[src/i2c_stat_pkg.sv]
// constants, state type and read decoder shared by the status/mask block
`default_nettype none
package i2c_stat_pkg;
  // register byte addresses on the register bus
  localparam logic [3:0]  ADDR_STATUS  = 4'h0;
  localparam logic [3:0]  ADDR_MASK    = 4'h4;
  localparam logic [3:0]  ADDR_TXHOLD  = 4'h8;
  // status field positions
  localparam int          B_ACK        = 15;
  localparam int          B_TXACT      = 14;
  localparam int          B_BCL        = 10;
  localparam int          B_GC         = 9;
  localparam int          B_TEN        = 8;
  localparam int          B_WCOL       = 7;
  localparam int          B_OV         = 6;
  localparam int          B_DA         = 5;
  localparam int          B_STOP       = 4;
  // mask register layout and reset values
  localparam int          MASK_W       = 10;
  localparam logic [9:0]  MASK_RESET   = 10'h000;
  localparam logic [7:0]  TXHOLD_RESET = 8'h00;
  // last bit index of a master transmit (8 data bits + ack)
  localparam logic [3:0]  TX_LAST_BIT  = 4'h8;
  // first byte header of a 10-bit address
  localparam logic [4:0]  TEN_HEADER   = 5'h1e;
  // bus responses
  localparam logic [1:0]  RESP_OKAY    = 2'h0;
  localparam logic [1:0]  RESP_SLVERR  = 2'h2;
  // whole state of the status/mask block
  typedef struct packed {
    logic       scl_s1, scl_s2, scl_d;  // scl synchroniser and delay
    logic       sda_s1, sda_s2, sda_d;  // sda synchroniser and delay
    logic       ack, txact;             // remote ack, transmit active
    logic [3:0] bit_cnt;                // bit index within a transmit
    logic       bus_collision_flag, gc, ten, wcol, ov, da, stop_last;
    logic       ten_pend;               // header byte of 10-bit matched
    logic [9:0] mask;                   // slave address mask bits
    logic [7:0] txd;                    // transmit holding register
    logic       txl;                    // load pulse to the engine
    logic       aw_h, w_h;              // address / data captured
    logic [3:0] awa;                    // captured write address
    logic       aw_bad;                 // captured address out of range
    logic [15:0] wd;                    // captured write data
    logic [1:0] ws;                     // captured low byte strobes
    logic       awr, wr, bv;            // channel handshakes
    logic [1:0] br;                     // write response code
    logic       arr, rv;                // read handshakes
    logic [31:0] rd;                    // read data
    logic [1:0] rr;                     // read response code
  } state_t;
  // read data for a word address; unused bits read zero
  function automatic logic [31:0] rd_word(input state_t s, input logic [3:0] a);
    logic [31:0] v;
    v = 32'h0000_0000;
    unique case (a)
      ADDR_STATUS:
      begin
        v[B_ACK]   = s.ack;
        v[B_TXACT] = s.txact;
        v[B_BCL]   = s.bus_collision_flag;
        v[B_GC]    = s.gc;
        v[B_TEN]   = s.ten;
        v[B_WCOL]  = s.wcol;
        v[B_OV]    = s.ov;
        v[B_DA]    = s.da;
        v[B_STOP]  = s.stop_last;
      end
      ADDR_MASK:   v[9:0] = s.mask;
      ADDR_TXHOLD: v[7:0] = s.txd;
      default:     v = 32'h0000_0000;
    endcase
    return v;
  endfunction
endpackage
`default_nettype wire

[src/addr_compare.sv]
// masked slave address comparison for 7-bit, 10-bit and general call
`timescale 1ns/1ps
`default_nettype none
module addr_compare
(
  // received address byte and configuration
  input  wire logic [7:0] addr_byte,
  input  wire logic [9:0] own_addr,
  input  wire logic [9:0] mask,
  input  wire logic       gc_enable,
  // comparison results
  output logic            hit7,
  output logic            gc_hit,
  output logic            hi_hit,
  output logic            lo_hit
);
  // 7-bit: mask bit i frees incoming address bit Ai, byte bit i+1
  assign hit7   = ((addr_byte[7:1] ^ own_addr[6:0]) & ~mask[6:0]) == 7'h00;
  // general call is the all-zero address
  assign gc_hit = gc_enable && (addr_byte[7:1] == 7'h00);
  // 10-bit header byte carries A9..A8 in bits 2..1
  assign hi_hit = (addr_byte[7:3] == i2c_stat_pkg::TEN_HEADER) &&
                  (((addr_byte[2:1] ^ own_addr[9:8]) & ~mask[9:8]) == 2'h0);
  // second byte carries A7..A0, one mask bit per position
  assign lo_hit = ((addr_byte ^ own_addr[7:0]) & ~mask[7:0]) == 8'h00;
endmodule
`default_nettype wire

[src/i2c_status_mask.sv]
// two-wire bus status flags and slave address mask behind an AXI4-Lite slave
//
// Implementation choices: the placing of the registers and register access over AXI4-Lite.
`timescale 1ns/1ps
`default_nettype none
module i2c_status_mask
(
  // clock and reset
  input  wire logic        clk,
  input  wire logic        resetn,
  // axi4-lite write address and data
  input  wire logic        s_axi_awvalid,
  output logic             s_axi_awready,
  input  wire logic [31:0] s_axi_awaddr,
  input  wire logic        s_axi_wvalid,
  output logic             s_axi_wready,
  input  wire logic [31:0] s_axi_wdata,
  input  wire logic [3:0]  s_axi_wstrb,
  // axi4-lite write response
  output logic             s_axi_bvalid,
  input  wire logic        s_axi_bready,
  output logic [1:0]       s_axi_bresp,
  // axi4-lite read
  input  wire logic        s_axi_arvalid,
  output logic             s_axi_arready,
  input  wire logic [31:0] s_axi_araddr,
  output logic             s_axi_rvalid,
  input  wire logic        s_axi_rready,
  output logic [31:0]      s_axi_rdata,
  output logic [1:0]       s_axi_rresp,
  // bus pins, sampled
  input  wire logic        scl_in,
  input  wire logic        sda_in,
  // bus engine events (same clock)
  input  wire logic        tx_begin,
  input  wire logic        collision,
  input  wire logic        engine_busy,
  input  wire logic        addr_valid,
  input  wire logic [7:0]  addr_byte,
  input  wire logic        ten_bit_mode,
  input  wire logic        gc_enable,
  input  wire logic [9:0]  own_addr,
  input  wire logic        slave_data_valid,
  input  wire logic        rx_transfer,
  input  wire logic        rx_holding_full,
  // transmit holding register toward the engine
  output logic [7:0]       tx_data,
  output logic             tx_load
);
  i2c_stat_pkg::state_t st;          // registered state
  i2c_stat_pkg::state_t next_st;     // next state
  logic [1:0]           rst_q;       // reset release synchroniser
  logic                 rst_n;       // synchronised reset
  logic                 scl_rise;    // scl rising edge, synchronised
  logic                 start_det;   // start or repeated start seen
  logic                 stop_det;    // stop seen
  logic                 hit7, gc_hit, hi_hit, lo_hit;
  logic                 wr_go;       // write committed this cycle
  logic                 tx_wr;       // write aimed at transmit holding
  logic                 busy;        // controller busy for transmit writes

  // assert asynchronously, release through two flops
  always_ff @(posedge clk or negedge resetn)
  begin
    if (!resetn)
      rst_q <= 2'b00;
    else
      rst_q <= {rst_q[0], 1'b1};
  end
  assign rst_n = rst_q[1];

  // comparator shares the mask register with the read path
  addr_compare u_cmp
  (
    .addr_byte (addr_byte),
    .own_addr  (own_addr),
    .mask      (st.mask),
    .gc_enable (gc_enable),
    .hit7      (hit7),
    .gc_hit    (gc_hit),
    .hi_hit    (hi_hit),
    .lo_hit    (lo_hit)
  );

  // edges on the bus use only the second synchroniser stage and its delayed copy
  assign scl_rise  = st.scl_s2 && !st.scl_d;
  assign start_det = st.scl_s2 && st.scl_d && st.sda_d && !st.sda_s2;
  assign stop_det  = st.scl_s2 && st.scl_d && !st.sda_d && st.sda_s2;
  assign wr_go     = st.aw_h && st.w_h && !st.bv;
  assign tx_wr     = wr_go && (st.awa == i2c_stat_pkg::ADDR_TXHOLD) && st.ws[0];
  assign busy      = engine_busy || st.txact;

  // next-state logic
  always_comb
  begin
    next_st        = st;
    next_st.scl_s1 = scl_in;
    next_st.scl_s2 = st.scl_s1;
    next_st.scl_d  = st.scl_s2;
    next_st.sda_s1 = sda_in;
    next_st.sda_s2 = st.sda_s1;
    next_st.sda_d  = st.sda_s2;
    next_st.txl    = 1'b0;

    // master transmit: count scl rises, ack sampled on the ninth
    if (st.txact && scl_rise)
    begin
      next_st.bit_cnt = st.bit_cnt + 4'h1;
      if (st.bit_cnt == i2c_stat_pkg::TX_LAST_BIT)
      begin
        next_st.ack   = st.sda_s2;
        next_st.txact = 1'b0;
      end
    end
    // a lost arbitration ends the transmit as well
    if (collision)
      next_st.txact = 1'b0;
    else if (tx_begin)
    begin
      next_st.txact   = 1'b1;
      next_st.bit_cnt = 4'h0;
    end

    // software clears: a 0 written to a clearable bit clears it
    if (wr_go && st.awa == i2c_stat_pkg::ADDR_STATUS)
    begin
      if (st.ws[1] && !st.wd[i2c_stat_pkg::B_BCL])
        next_st.bus_collision_flag = 1'b0;
      if (st.ws[0] && !st.wd[i2c_stat_pkg::B_WCOL])
        next_st.wcol = 1'b0;
      if (st.ws[0] && !st.wd[i2c_stat_pkg::B_OV])
        next_st.ov = 1'b0;
    end
    // hardware sets placed after clears so that a set wins
    if (collision)
      next_st.bus_collision_flag = 1'b1;
    if (tx_wr && busy)
      next_st.wcol = 1'b1;
    if (rx_transfer && rx_holding_full)
      next_st.ov = 1'b1;

    // bus conditions
    if (start_det)
      next_st.stop_last = 1'b0;
    if (stop_det)
    begin
      next_st.stop_last = 1'b1;
      next_st.gc        = 1'b0;
      next_st.ten       = 1'b0;
      next_st.ten_pend  = 1'b0;
    end

    // address bytes; 10-bit needs header then low byte
    if (addr_valid)
    begin
      if (gc_hit)
      begin
        next_st.gc = 1'b1;
        next_st.da = 1'b0;
      end
      else if (!ten_bit_mode && hit7)
        next_st.da = 1'b0;
      else if (ten_bit_mode && st.ten_pend)
      begin
        next_st.ten_pend = 1'b0;
        if (lo_hit)
        begin
          next_st.ten = 1'b1;
          next_st.da  = 1'b0;
        end
      end
      else if (ten_bit_mode && hi_hit)
        next_st.ten_pend = 1'b1;
    end
    if (slave_data_valid)
      next_st.da = 1'b1;

    // write address and data channels taken in either order
    if (s_axi_awvalid && st.awr)
    begin
      next_st.aw_h = 1'b1;
      next_st.awa  = {s_axi_awaddr[3:2], 2'b00};
      next_st.aw_bad = (s_axi_awaddr[31:4] != 28'h0) || (s_axi_awaddr[3:2] == 2'b11); // bus may move on
    end
    if (s_axi_wvalid && st.wr)
    begin
      next_st.w_h = 1'b1;
      next_st.wd  = s_axi_wdata[15:0];
      next_st.ws  = s_axi_wstrb[1:0];
    end
    if (wr_go)
    begin
      next_st.aw_h = 1'b0;
      next_st.w_h  = 1'b0;
      next_st.bv   = 1'b1;
      next_st.br   = st.aw_bad ? i2c_stat_pkg::RESP_SLVERR : i2c_stat_pkg::RESP_OKAY;
      if (st.awa == i2c_stat_pkg::ADDR_MASK)
      begin
        if (st.ws[0])
          next_st.mask[7:0] = st.wd[7:0];
        if (st.ws[1])
          next_st.mask[9:8] = st.wd[9:8];
      end
      if (tx_wr && !busy)
      begin
        next_st.txd = st.wd[7:0];
        next_st.txl = 1'b1;
      end
    end
    if (st.bv && s_axi_bready)
      next_st.bv = 1'b0;
    next_st.awr = !next_st.aw_h && !next_st.bv;
    next_st.wr  = !next_st.w_h && !next_st.bv;

    // read channel: one cycle to data, held until taken
    if (s_axi_arvalid && st.arr)
    begin
      next_st.rv = 1'b1;
      next_st.rd = i2c_stat_pkg::rd_word(st, {s_axi_araddr[3:2], 2'b00});
      next_st.rr = (s_axi_araddr[3:2] == 2'b11 || s_axi_araddr[31:4] != 28'h0) ?
                   i2c_stat_pkg::RESP_SLVERR : i2c_stat_pkg::RESP_OKAY;
    end
    else if (st.rv && s_axi_rready)
      next_st.rv = 1'b0;
    next_st.arr = !next_st.rv;
  end

  // one register for all state; pins idle high
  always_ff @(posedge clk or negedge rst_n)
  begin
    if (!rst_n)
    begin
      st        <= '0;
      st.scl_s1 <= 1'b1;
      st.scl_s2 <= 1'b1;
      st.scl_d  <= 1'b1;
      st.sda_s1 <= 1'b1;
      st.sda_s2 <= 1'b1;
      st.sda_d  <= 1'b1;
      st.mask   <= i2c_stat_pkg::MASK_RESET;
      st.txd    <= i2c_stat_pkg::TXHOLD_RESET;
    end
    else
      st <= next_st;
  end

  // outputs straight from the state register
  assign s_axi_awready = st.awr;
  assign s_axi_wready  = st.wr;
  assign s_axi_bvalid  = st.bv;
  assign s_axi_bresp   = st.br;
  assign s_axi_arready = st.arr;
  assign s_axi_rvalid  = st.rv;
  assign s_axi_rdata   = st.rd;
  assign s_axi_rresp   = st.rr;
  assign tx_data       = st.txd;
  assign tx_load       = st.txl;

  // checks on the flags and on the mask read
  property p_ack;
    @(posedge clk) disable iff (!rst_n)
    (st.txact && scl_rise && st.bit_cnt == 4'h8 && !collision && !tx_begin)
      |=> (st.ack == $past(st.sda_s2) && !st.txact);
  endproperty
  a_ack: assert property (p_ack) else $error("ack not captured");

  property p_txact_span;
    @(posedge clk) disable iff (!rst_n)
    st.txact |-> st.bit_cnt <= 4'h8;
  endproperty
  a_txact_span: assert property (p_txact_span) else $error("transmit overran");

  property p_txact_set;
    @(posedge clk) disable iff (!rst_n)
    (tx_begin && !collision) |=> (st.txact && st.bit_cnt == 4'h0);
  endproperty
  a_txact_set: assert property (p_txact_set) else $error("transmit not started");

  property p_bcl;
    @(posedge clk) disable iff (!rst_n)
    collision |=> st.bus_collision_flag;
  endproperty
  a_bcl: assert property (p_bcl) else $error("collision lost");

  property p_stop_clear;
    @(posedge clk) disable iff (!rst_n)
    (stop_det && !addr_valid) |=> (!st.gc && !st.ten && st.stop_last);
  endproperty
  a_stop_clear: assert property (p_stop_clear) else $error("stop did not clear");

  property p_wcol;
    @(posedge clk) disable iff (!rst_n)
    (tx_wr && busy) |=> (st.wcol && !st.txl && $stable(st.txd));
  endproperty
  a_wcol: assert property (p_wcol) else $error("busy write not refused");

  property p_ov;
    @(posedge clk) disable iff (!rst_n)
    (rx_transfer && rx_holding_full) |=> st.ov;
  endproperty
  a_ov: assert property (p_ov) else $error("overflow missed");

  property p_data_kind;
    @(posedge clk) disable iff (!rst_n)
    (slave_data_valid) |=> st.da;
  endproperty
  a_data_kind: assert property (p_data_kind) else $error("data kind not set");

  property p_start;
    @(posedge clk) disable iff (!rst_n)
    start_det |=> !st.stop_last;
  endproperty
  a_start: assert property (p_start) else $error("start not recorded");

  property p_mask_read;
    @(posedge clk) disable iff (!rst_n)
    (s_axi_arvalid && st.arr && s_axi_araddr == {28'h000_0000, i2c_stat_pkg::ADDR_MASK})
      |=> (st.rv && st.rd[31:10] == 22'h00_0000 && st.rd[9:0] == $past(st.mask));
  endproperty
  a_mask_read: assert property (p_mask_read) else $error("mask read wrong");

  c_tx_done: cover property (@(posedge clk) disable iff (!rst_n) st.txact ##1 !st.txact);
  c_ten_hit: cover property (@(posedge clk) disable iff (!rst_n) !st.ten ##1 st.ten);
  c_wcol:    cover property (@(posedge clk) disable iff (!rst_n) tx_wr && busy);
endmodule
`default_nettype wire

[config.mk]
export PLATFORM = sky130hd
export DESIGN_NAME = i2c_status_mask
export DESIGN_NICKNAME = d
export VERILOG_FILES = /design/src/i2c_stat_pkg.sv /design/src/addr_compare.sv /design/src/i2c_status_mask.sv
export SDC_FILE = /design/constraint.sdc
export NUM_CORES = 1
export LEC_CHECK = 0
export ABC_CLOCK_PERIOD_IN_PS = 2200
export CAP_MARGIN = 10
export CORE_MARGIN = 2
export CORE_UTILIZATION = 55
export CTS_CLUSTER_SIZE = 8
export DETAILED_ROUTE_END_ITERATION = 10
export DONT_BUFFER_PORTS = 1
export PLACE_DENSITY = 0.76
export SETUP_SLACK_MARGIN = 0.02
export SYNTH_ARGS = -nofsm -noshare
export SYNTH_HDL_FRONTEND = slang
export SYNTH_SLANG_ARGS = --single-unit
[constraint.sdc]
create_clock -name clk -period 2.2 [get_ports clk]
set_input_delay 0.44 -clock clk [delete_from_list [all_inputs] [get_ports clk]]
set_output_delay 0.44 -clock clk [all_outputs]
set_load 0.02 [all_outputs]
; After elaboration in Yosys (flattened, before gate mapping)
; Cells that the tools add are included.
; W data, S select, Z words.
[classes]
add_sub_neg = 1
eq_ne = 8
muxes = 48
bitwise = 9
n_reduce_logical = 75
[op_table]
columns = operator, count
row1 = $reduce_bool A28 Y1, 2
row2 = $mux W1, 33
row3 = $logic_and A1 B1 Y1, 30
row4 = $reduce_bool A2 Y1, 8
row5 = $logic_not A7 Y1, 2
row6 = $mux W2, 7
row7 = $logic_not A1 Y1, 13
row8 = $pmux W4 S3, 1
row9 = $reduce_and A2 Y1, 6
row10 = $mux W5, 2
row11 = $reduce_and A3 Y1, 3
row12 = $and A8 B8 Y8, 1
row13 = $eq A2 B2 Y1 const B, 4
row14 = $logic_not A8 Y1, 1
row15 = $not A8 Y8, 1
row16 = $pmux W4 S2, 1
row17 = $reduce_bool A4 Y1, 2
row18 = $xor A8 B8 Y8, 1
row19 = $and A7 B7 Y7, 1
row20 = $not A7 Y7, 1
row21 = $xor A7 B7 Y7, 1
row22 = $mux W3, 2
row23 = $reduce_bool A3 Y1, 2
row24 = $eq A5 B5 Y1 const B, 1
row25 = 11 further kinds, 15
[word_totals]
register_bits = 81
inputBits = 136
out_inout_bits = 50
elab_cells = 177

; Depth between registers and ports, before layout
; Gate-level depths: netlist of the first run.
[logic_depth]
depth_word = 10
ltp_mapped = 6
ltp_nobuf = 6

; Hierarchy
; A second synthesis of the first run with hierarchy kept.
[hier_totals]
cells_unflattened = 345
area_unflattened_um2 = 3888.7
[modules_own_cells]
columns = mod, n_inst, cells_each, area_each_um2, seq_area_each_um2
row1 = i2c_status_mask, 1, 311, 3639.7, 1984.4
row2 = addr_compare, 1, 34, 249.0, 0.0

; Worst setup path after synthesis of the first run
; No wires, ideal clock.
[synth_timing]
path_type = reg2reg
start = reg st, in the netlist s_axi_bvalid
end = reg, netlist name st[75]
setup_ps = 125
t_arrival_ps = 1475
setup_slack_ps = 600
stages_incl_launch_ff = 6
n_path_buf = 1
synth_period_minus_slack_ps = 1600
path_cell_list = dfrtp_1 or2_1 nor2_2 and3_1 buf_4 mux2_2
[synth_between]
elab_chain_len = 3
[synth_rtl]
columns = element, line_no
row1 = start: declaration, i2c_status_mask.sv:50  ; i2c_stat_pkg::state_t st;
row2 = start signal: assignment, i2c_status_mask.sv:244  ; st <= next_st;
row3 = $logic_not A1 Y1, i2c_status_mask.sv:89  ; assign wr_go = st.aw_h && st.w_h && !st.bv;
row4 = $logic_and A1 B1 Y1, i2c_status_mask.sv:89
row5 = $reduce_and A3 Y1 (no line), -
; No other way between the ends.
; A chain may end at the register's enable or synchronous reset.

; Worst setup path in the final report of the first run
[layout_timing]
start = reg st, in the netlist s_axi_bvalid
end = reg, netlist name st[79]
[layout_between]
elab_chain_len = 3
[layout_rtl]
columns = element, line_no
row1 = $logic_not A1 Y1, i2c_status_mask.sv:89
row2 = $logic_and A1 B1 Y1, i2c_status_mask.sv:89
row3 = $reduce_and A3 Y1 (no line), -
; No other way between the ends.

==> metrics.log, run 1 <==
[metrics] fraction of registers with async set/reset: 100%
[metrics] global-route wire length before repair: 12.0 mm
[metrics] clock transition at the registers of the reported paths: 0.08 ns
[metrics] Max Slew Vio Count: 0
[metrics] overall routed net length: 7.92 mm
[metrics] final number of hold-violating endpoints: 0
[metrics] launching element type of the critical path: flip-flop
[metrics] Clock Root Buffer: sky130_fd_sc_hd__clkbuf_8
[metrics] die area: 7770 um2
[metrics] area grow syn2layout: 1.93%
[metrics] top area cells in the synthesized netlist: sky130_fd_sc_hd__dfrtp_1, sky130_fd_sc_hd__buf_4, sky130_fd_sc_hd__mux2_2
[metrics] post-route clock skew: 0.00667 ns
[metrics] sequential share of the synthesized area: 51.0%
[metrics] Period Utilization, post-route: 84.5%
[metrics] Bufs on Longest Clock Path: 2
[metrics] weighted congestion reported at the end of routability-driven placement: 0.866
[metrics] cell types with the highest counts after synthesis: sky130_fd_sc_hd__dfrtp_1, sky130_fd_sc_hd__buf_4, sky130_fd_sc_hd__nand2_1, sky130_fd_sc_hd__mux2_2
[metrics] hold path startpoint: scl_in
[metrics] endpoint of the most critical register-to-register path: st[79]$_DFFE_PN0P_
[metrics] crit path DAT: 2.09 ns
[metrics] static leakage power: 1.76 nW
[metrics] maximum net fanout on the critical path: 8
[metrics] worst setup slack for register-to-register paths: 0.34 ns
[metrics] crit path kind: flip-flop to flip-flop
[metrics] Synth Flop Type: sky130_fd_sc_hd__dfrtp_1
[metrics] placeable core region: 6830 um2
[metrics] number of maximum-capacitance violations: 0
[metrics] number of remaining DRC errors: 0
[metrics] TritonCTS Buffers: 9
[metrics] Setup WS pre-CTS: 0.347 ns
[metrics] GR Util All Layers: 21.1%
[metrics] Yosys top cell by area: sky130_fd_sc_hd__dfrtp_1
[metrics] final core utilization: 58.1%
[metrics] PnR worst setup slack: 0.340 ns
[metrics] total number of H-tree levels: 3
[metrics] Max-slew headroom: 60.1%
[metrics] die span in y: 88.1 um
[metrics] worst ir drop on vdd: 688 uV
[metrics] CTS resizes: 0
[metrics] setup tns final: 0 ns
[metrics] TritonCTS clock tree: built
[metrics] yosys warns: 0
[metrics] number of global-route vias before repair: 2394
[metrics] summed instance area of the synthesized netlist: 3890 um2
[metrics] register bit total from synthesis: 79
[metrics] Cells on Worst Hold Path: 0
[metrics] total of buffers placed on input and output ports: 0
[metrics] Final Total Pwr: 4.42 mW
[metrics] drt initial violations: 264
[metrics] class of the most critical hold timing path: input port to flip-flop
[metrics] hold slack final: 0.0877 ns
[metrics] depth of the worst register-to-register path: 4
[metrics] Initial DRT Pass Iterations: 5
[metrics] hold-critical path endpoint: next_st[103]$_DFF_PN1_
[metrics] Post-DP HPWL: 6.23 mm
[metrics] Top Ports: 186
[metrics] remaining global-route overflow: 0
[metrics] Critical Path End Type: flip-flop
[metrics] final antenna-violating net count: 0
[metrics] CTS hold repair buffers: 1
[metrics] post-synthesis average cell area: 11.1 um2
[metrics] number of antenna violations at the first check in global routing: 1
[metrics] Pwr per Cell Area: 1110 nW/um2
[metrics] Post-synth EDFFs: 0
[metrics] Cells after Synth: 352
[metrics] Via-to-Cell Ratio: 5.65
[metrics] horizontal die dimension: 88.1 um
[metrics] startpoint of the worst-slack reg-to-reg timing path: s_axi_bvalid$_DFF_PN0_
[metrics] run status: complete, no violations
[metrics] largest net degree at the start of global routing: 46
[metrics] count of unique library cells instantiated by Yosys: 45
[metrics] shortest clock period the worst path allows after layout: 1.86 ns
[metrics] share of final-layout standard cells stronger than drive strength 1: 19.5%
[metrics] endpoint required time on the critical path: 2.43 ns
[metrics] most frequently used cell type in the post-synthesis netlist: sky130_fd_sc_hd__dfrtp_1
[metrics] initial standard-cell utilization of the core: 57.0%
[metrics] number of clock sinks: 79
[metrics] post-CTS setup repair buffer count: 0
[metrics] standard-cell row count: 30
[metrics] mean routed wirelength per cell: 18.2 um
[metrics] clock latency of the later-clocked register in the worst-skew pair: 0.34 ns
[metrics] slew at the pin closest to its max-slew limit: 0.599 ns
[metrics] maximum achievable frequency: 538 MHz
[metrics] vias: 2463
[metrics] Final nets: 476
[metrics] RSZ-0062 raised after global routing: false
[metrics] Yosys top cell area share: 46.9%
[metrics] number of setup violations in the final report: 0
-- routing by layer --
layer | up-vias | part of all wire (%) | track usage (%) | routed length, um
li1 | 1124 | - | - | -
met5 | - | 0 | 0 | 0
met1 | 1184 | 38 | 25.4 | 2980
met4 | 0 | 2.1 | 8.95 | 166
met3 | 18 | 9.7 | 6.88 | 766
met2 | 137 | 51 | 34.9 | 4010
-- state kept, by name (all words and copies together) (netlist names), 2 cells and up --
name and count:
next_st 4, s_axi_rdata 13, tx_data 8, rst_q 2, st 44
-- where the power goes --
group | internal, mW | total [mW] | switching [mW]
logic | 0.483 | 0.819 | 0.336
clock network | 0.584 | 1.09 | 0.506
registers | 1.88 | 2.51 | 0.625
total | 2.95 | 4.42 | 1.47
-- critical path, stage by stage (launching register included) --
cell and delay, ns:
sky130_fd_sc_hd__dfrtp_1 0.50, sky130_fd_sc_hd__or2_1 0.31, sky130_fd_sc_hd__nor2_2 0.12, sky130_fd_sc_hd__and3_1 0.43, sky130_fd_sc_hd__mux2_2 0.38
-- cells in the final DEF, fill, tap and decap left out, types with 3 or more instances in the layout --
cell type	count
sky130_fd_sc_hd__conb_1	22
sky130_fd_sc_hd__mux2_2	26
sky130_fd_sc_hd__nor3_1	4
sky130_fd_sc_hd__a222oi_1	4
sky130_fd_sc_hd__dfstp_2	6
sky130_fd_sc_hd__dfrtp_1	72
sky130_fd_sc_hd__a21oi_1	6
sky130_fd_sc_hd__nand3_1	5
sky130_fd_sc_hd__nand2_1	35
sky130_fd_sc_hd__o22ai_1	6
sky130_fd_sc_hd__nor4_1	16
sky130_fd_sc_hd__or2_2	3
sky130_fd_sc_hd__clkbuf_8	11
sky130_fd_sc_hd__mux2_4	8
sky130_fd_sc_hd__nand4_1	6
sky130_fd_sc_hd__ha_1	6
sky130_fd_sc_hd__xnor2_1	18
sky130_fd_sc_hd__a22oi_1	6
sky130_fd_sc_hd__inv_1	10
sky130_fd_sc_hd__nor2_1	18
sky130_fd_sc_hd__o21ai_0	17
-- per-stage QoR --
stage | instance area (um2) | cells
global route | 3970 | 436
detailed placement | 3750 | 418
CTS | 3970 | 435
global placement | 3750 | 418
finish | 3970 | 436
floorplan | 3970 | 372
-- cell families after synthesis --
family	after synthesis	share of synthesized area (%)
AOI/OAI and AO/OA	50	8.48
buffers and inverters	62	10.5
muxes	34	10.6
DFF	79	51.0
other	2	0.193
and+or+nand+nor	99	12.8
adders and majority gates	6	1.93
xor gates and xnor gates	20	4.50
-- cell type report --
class,count,area (um2)
Multi-Input combinational cell,231,1580
Clock buffer,11,151
Tap cell,96,120
Sequential cell,79,1990
Clock inverter,5,56.3
Antenna cell,1,2.50
Timing Repair Buffer,3,37.5
Inverter,10,37.5
Fill cell,581,2860
-- worst max path at each step --
stage	cells after the start	slack (ns)	endpoint	start
after floorplan	5	0.60	st[75]$_DFFE_PN0P_	s_axi_bvalid$_DFF_PN0_
final	4	0.34	st[79]$_DFFE_PN0P_	s_axi_bvalid$_DFF_PN0_
after global routing	4	0.21	st[78]$_DFFE_PN0P_	s_axi_bvalid$_DFF_PN0_
after global placement	4	0.37	st[82]$_DFFE_PN0P_	s_axi_bvalid$_DFF_PN0_
after detailed placement	4	0.35	st[77]$_DFFE_PN0P_	s_axi_bvalid$_DFF_PN0_
after CTS	4	0.33	st[79]$_DFFE_PN0P_	s_axi_bvalid$_DFF_PN0_
(Power assumes the default switching activity.)
==> run 2, diff against run 1 <==
Settings changed: ABC_CLOCK_PERIOD_IN_PS 2200 to 1830, PLACE_DENSITY 0.76 to 0.73.
Clock period 2.2 ns to 1.83 ns, I/O delays scaled along.
==> metrics.log, run 2 (synthesized netlist as in run 1, its figures left out) <==
[metrics] Top Ports: 186 (unchanged)
[metrics] Max-slew headroom: 59.8% (-0.27 points)
[metrics] Final nets: 483 (+1.5%)
[metrics] die area: 7770 um2 (unchanged)
[metrics] slew at the pin closest to its max-slew limit: 0.603 ns (+0.00399 ns)
[metrics] Via-to-Cell Ratio: 5.60 (-0.82%)
[metrics] class of the most critical hold timing path: input port to flip-flop
[metrics] final antenna-violating net count: 0 (unchanged)
[metrics] Post-DP HPWL: 6.39 mm (+2.6%)
[metrics] sequential cell area: 1990 um2 (unchanged)
[metrics] number of antenna violations at the first check in global routing: 1 (unchanged)
[metrics] most frequent cells in the layout: sky130_fd_sc_hd__dfrtp_1, sky130_fd_sc_hd__nand2_1, sky130_fd_sc_hd__mux2_2, sky130_fd_sc_hd__conb_1
[metrics] clock transition at the registers of the reported paths: 0.08 ns (about the same)
[metrics] drt initial violations: 120 (-55%)
[metrics] vias: 2482 (+0.77%)
[metrics] area grow syn2layout: 3.05%
[metrics] Clock Root Buffer: sky130_fd_sc_hd__clkbuf_8
[metrics] net switching share of the total power: 33.7% (+0.45 points)
[metrics] placeable core region: 6830 um2 (unchanged)
[metrics] Pint: 3.54 mW (+20%)
[metrics] run status: complete, no violations
[metrics] initial standard-cell utilization of the core: 57.0% (unchanged)
[metrics] TritonCTS clock tree: built
[metrics] setup tns final: 0 ns (unchanged)
[metrics] remaining global-route overflow: 0 (unchanged)
[metrics] crit path kind: flip-flop to flip-flop
[metrics] post-CTS setup repair buffer count: 0 (unchanged)
[metrics] number of maximum-capacitance violations: 0 (unchanged)
[metrics] filler instances: 588 (+1.2%)
[metrics] endpoint required time on the critical path: 2.06 ns (-0.37 ns)
[metrics] number of global-route vias before repair: 2578 (+7.7%)
[metrics] number of setup violations in the final report: 0 (unchanged)
[metrics] total number of H-tree levels: 3 (unchanged)
[metrics] RSZ-0062 raised after global routing: false
[metrics] Period Utilization, post-route: 92.6% (+8.1 points)
[metrics] Max Slew Vio Count: 0 (unchanged)
[metrics] number of remaining DRC errors: 0 (unchanged)
[metrics] maximum achievable frequency: 590 MHz (+9.7%)
[metrics] horizontal die dimension: 88.1 um (unchanged)
[metrics] worst ir drop on vdd: 662 uV (-3.7%)
[metrics] flip-flop count of the largest register, all copies and words added: 44 (unchanged)
[metrics] post-route clock skew: 0.00807 ns (+0.00140 ns)
[metrics] GR Util All Layers: 21.7% (+0.69 points)
[metrics] Initial DRT Pass Iterations: 4 (-1)
[metrics] shortest clock period the worst path allows after layout: 1.70 ns (-0.165 ns)
[metrics] global-route wire length before repair: 12.4 mm (+3.1%)
[metrics] total of buffers placed on input and output ports: 0 (unchanged)
[metrics] number of clock sinks: 79 (unchanged)
[metrics] final number of hold-violating endpoints: 0 (unchanged)
[metrics] Critical Path Start: st[65]$_DFF_PN0_
[metrics] die span in y: 88.1 um (unchanged)
[metrics] final core utilization: 58.7% (+0.64 points)
[metrics] standard-cell row count: 30 (unchanged)
[metrics] weighted congestion reported at the end of routability-driven placement: 0.844 (-2.6%)
[metrics] clock latency of the later-clocked register in the worst-skew pair: 0.34 ns (about the same)
[metrics] static leakage power: 1.79 nW (+1.5%)
[metrics] Post-Layout Inst Area: 4010 um2 (+1.1%)
[metrics] worst setup slack for register-to-register paths: 0.13 ns (-0.21 ns)
[metrics] largest net degree at the start of global routing: 30 (-35%)
[metrics] CTS resizes: 0 (unchanged)
[metrics] mean routed wirelength per cell: 18.2 um (+0.31%)
[metrics] area of combinational cells with multiple inputs: 1580 um2 (unchanged)
[metrics] Pwr per Cell Area: 1330 nW/um2 (+20%)
[metrics] switching power: 1.80 mW (+23%)
[metrics] launching element type of the critical path: flip-flop
[metrics] TritonCTS Buffers: 9 (unchanged)
[metrics] startpoint of the worst-slack reg-to-reg timing path: st[65]$_DFF_PN0_
[metrics] Final Total Pwr: 5.34 mW (+21%)
[metrics] Comb pwr share: 19.5% (+1.0 points)
[metrics] overall routed net length: 8.07 mm (+1.9%)
[metrics] clock power share: 24.6% (about the same)
[metrics] share of power burned in registers: 55.9% (-0.9 points)
[metrics] Area after DPL: 3770 um2 (+0.67%)
[metrics] largest register by flop count: st
[metrics] share of final-layout standard cells stronger than drive strength 1: 20.5% (+1.1 points)
[metrics] crit path DAT: 1.92 ns (-0.17 ns)
[metrics] maximum net fanout on the critical path: 9 (+1)
[metrics] most common cell after layout, fill and taps aside: sky130_fd_sc_hd__dfrtp_1
[metrics] hold path startpoint: collision
[metrics] Critical Path End Type: flip-flop
[metrics] Bufs on Longest Clock Path: 2 (unchanged)
## run 2: layout make-up
class | instances | area share, %
Antenna cell | 1 | 0.0624
Clock buffer | 10 | 3.43
Clock inverter | 6 | 1.71
Inverter | 10 | 0.935
Multi-Input combinational cell | 231 | 39.3
Sequential cell | 79 | 49.5
Tap cell | 96 | 2.99
Timing Repair Buffer | 10 | 2.06
## run 2: routing by layer
metal	up-vias	part of all wire, %	track usage, %
met3	12	8.4	6.97
met5	-	0	0
met4	0	1.2	7.58
li1	1147	-	-
met1	1186	39	24.8
met2	137	51	38.5
## run 2: power by group through the flow
| stage | registers [mW] | clock network, mW | logic [mW] |
|---|---|---|---|
| 3_5_place_dp | 3.02 | 0 | 1.04 |
| 6_report | 2.98 | 1.32 | 1.04 |
| 3_3_place_gp | 2.99 | 0 | 1.00 |
| 5_1_grt | 3.06 | 1.43 | 1.17 |
| 4_1_cts | 2.98 | 1.36 | 1.05 |
| 2_1_floorplan | 2.67 | 0 | 1.30 |
## run 2: path summary, 6_finish.rpt
check	endpoint	cells after the start
max	tx_data[7]$_DFFE_PN0P_	5
min	st[97]$_DFFE_PN0P_	1
max reg2reg	tx_data[7]$_DFFE_PN0P_	5
min reg2reg	st[82]$_DFFE_PN0P_	0
max in group asynchronous	st[94]$_DFF_PN0_	1
min in group asynchronous	rst_q[1]$_DFF_PN0_	1
## run 2: metrics by stage
step           std cells  hold slack, ns  worst slack (ns)
2_1_floorplan        372          0.0704             0.230
3_3_place_gp         423          0.0705             0.168
3_5_place_dp         423          0.0705             0.137
4_1_cts              440         0.00109             0.114
5_1_grt              443          0.0563            0.0272
6_report             443          0.0775             0.135
## run 2: repair_timing
| item | CTS | global route |
|---|---|---|
| hold endpoints to repair | 2 | 2 |
| endpoints found under the setup margin | 0 | 0 |
| hold buffers | 1 | 2 |
## run 2: worst max-delay path, cell delays in order, from the launching register on
cell                       delay (ns)
sky130_fd_sc_hd__dfrtp_1         0.39
sky130_fd_sc_hd__nand2_2         0.08
sky130_fd_sc_hd__nor2_4          0.16
sky130_fd_sc_hd__nand3b_4        0.10
sky130_fd_sc_hd__or2_1           0.46
sky130_fd_sc_hd__mux2_4          0.38
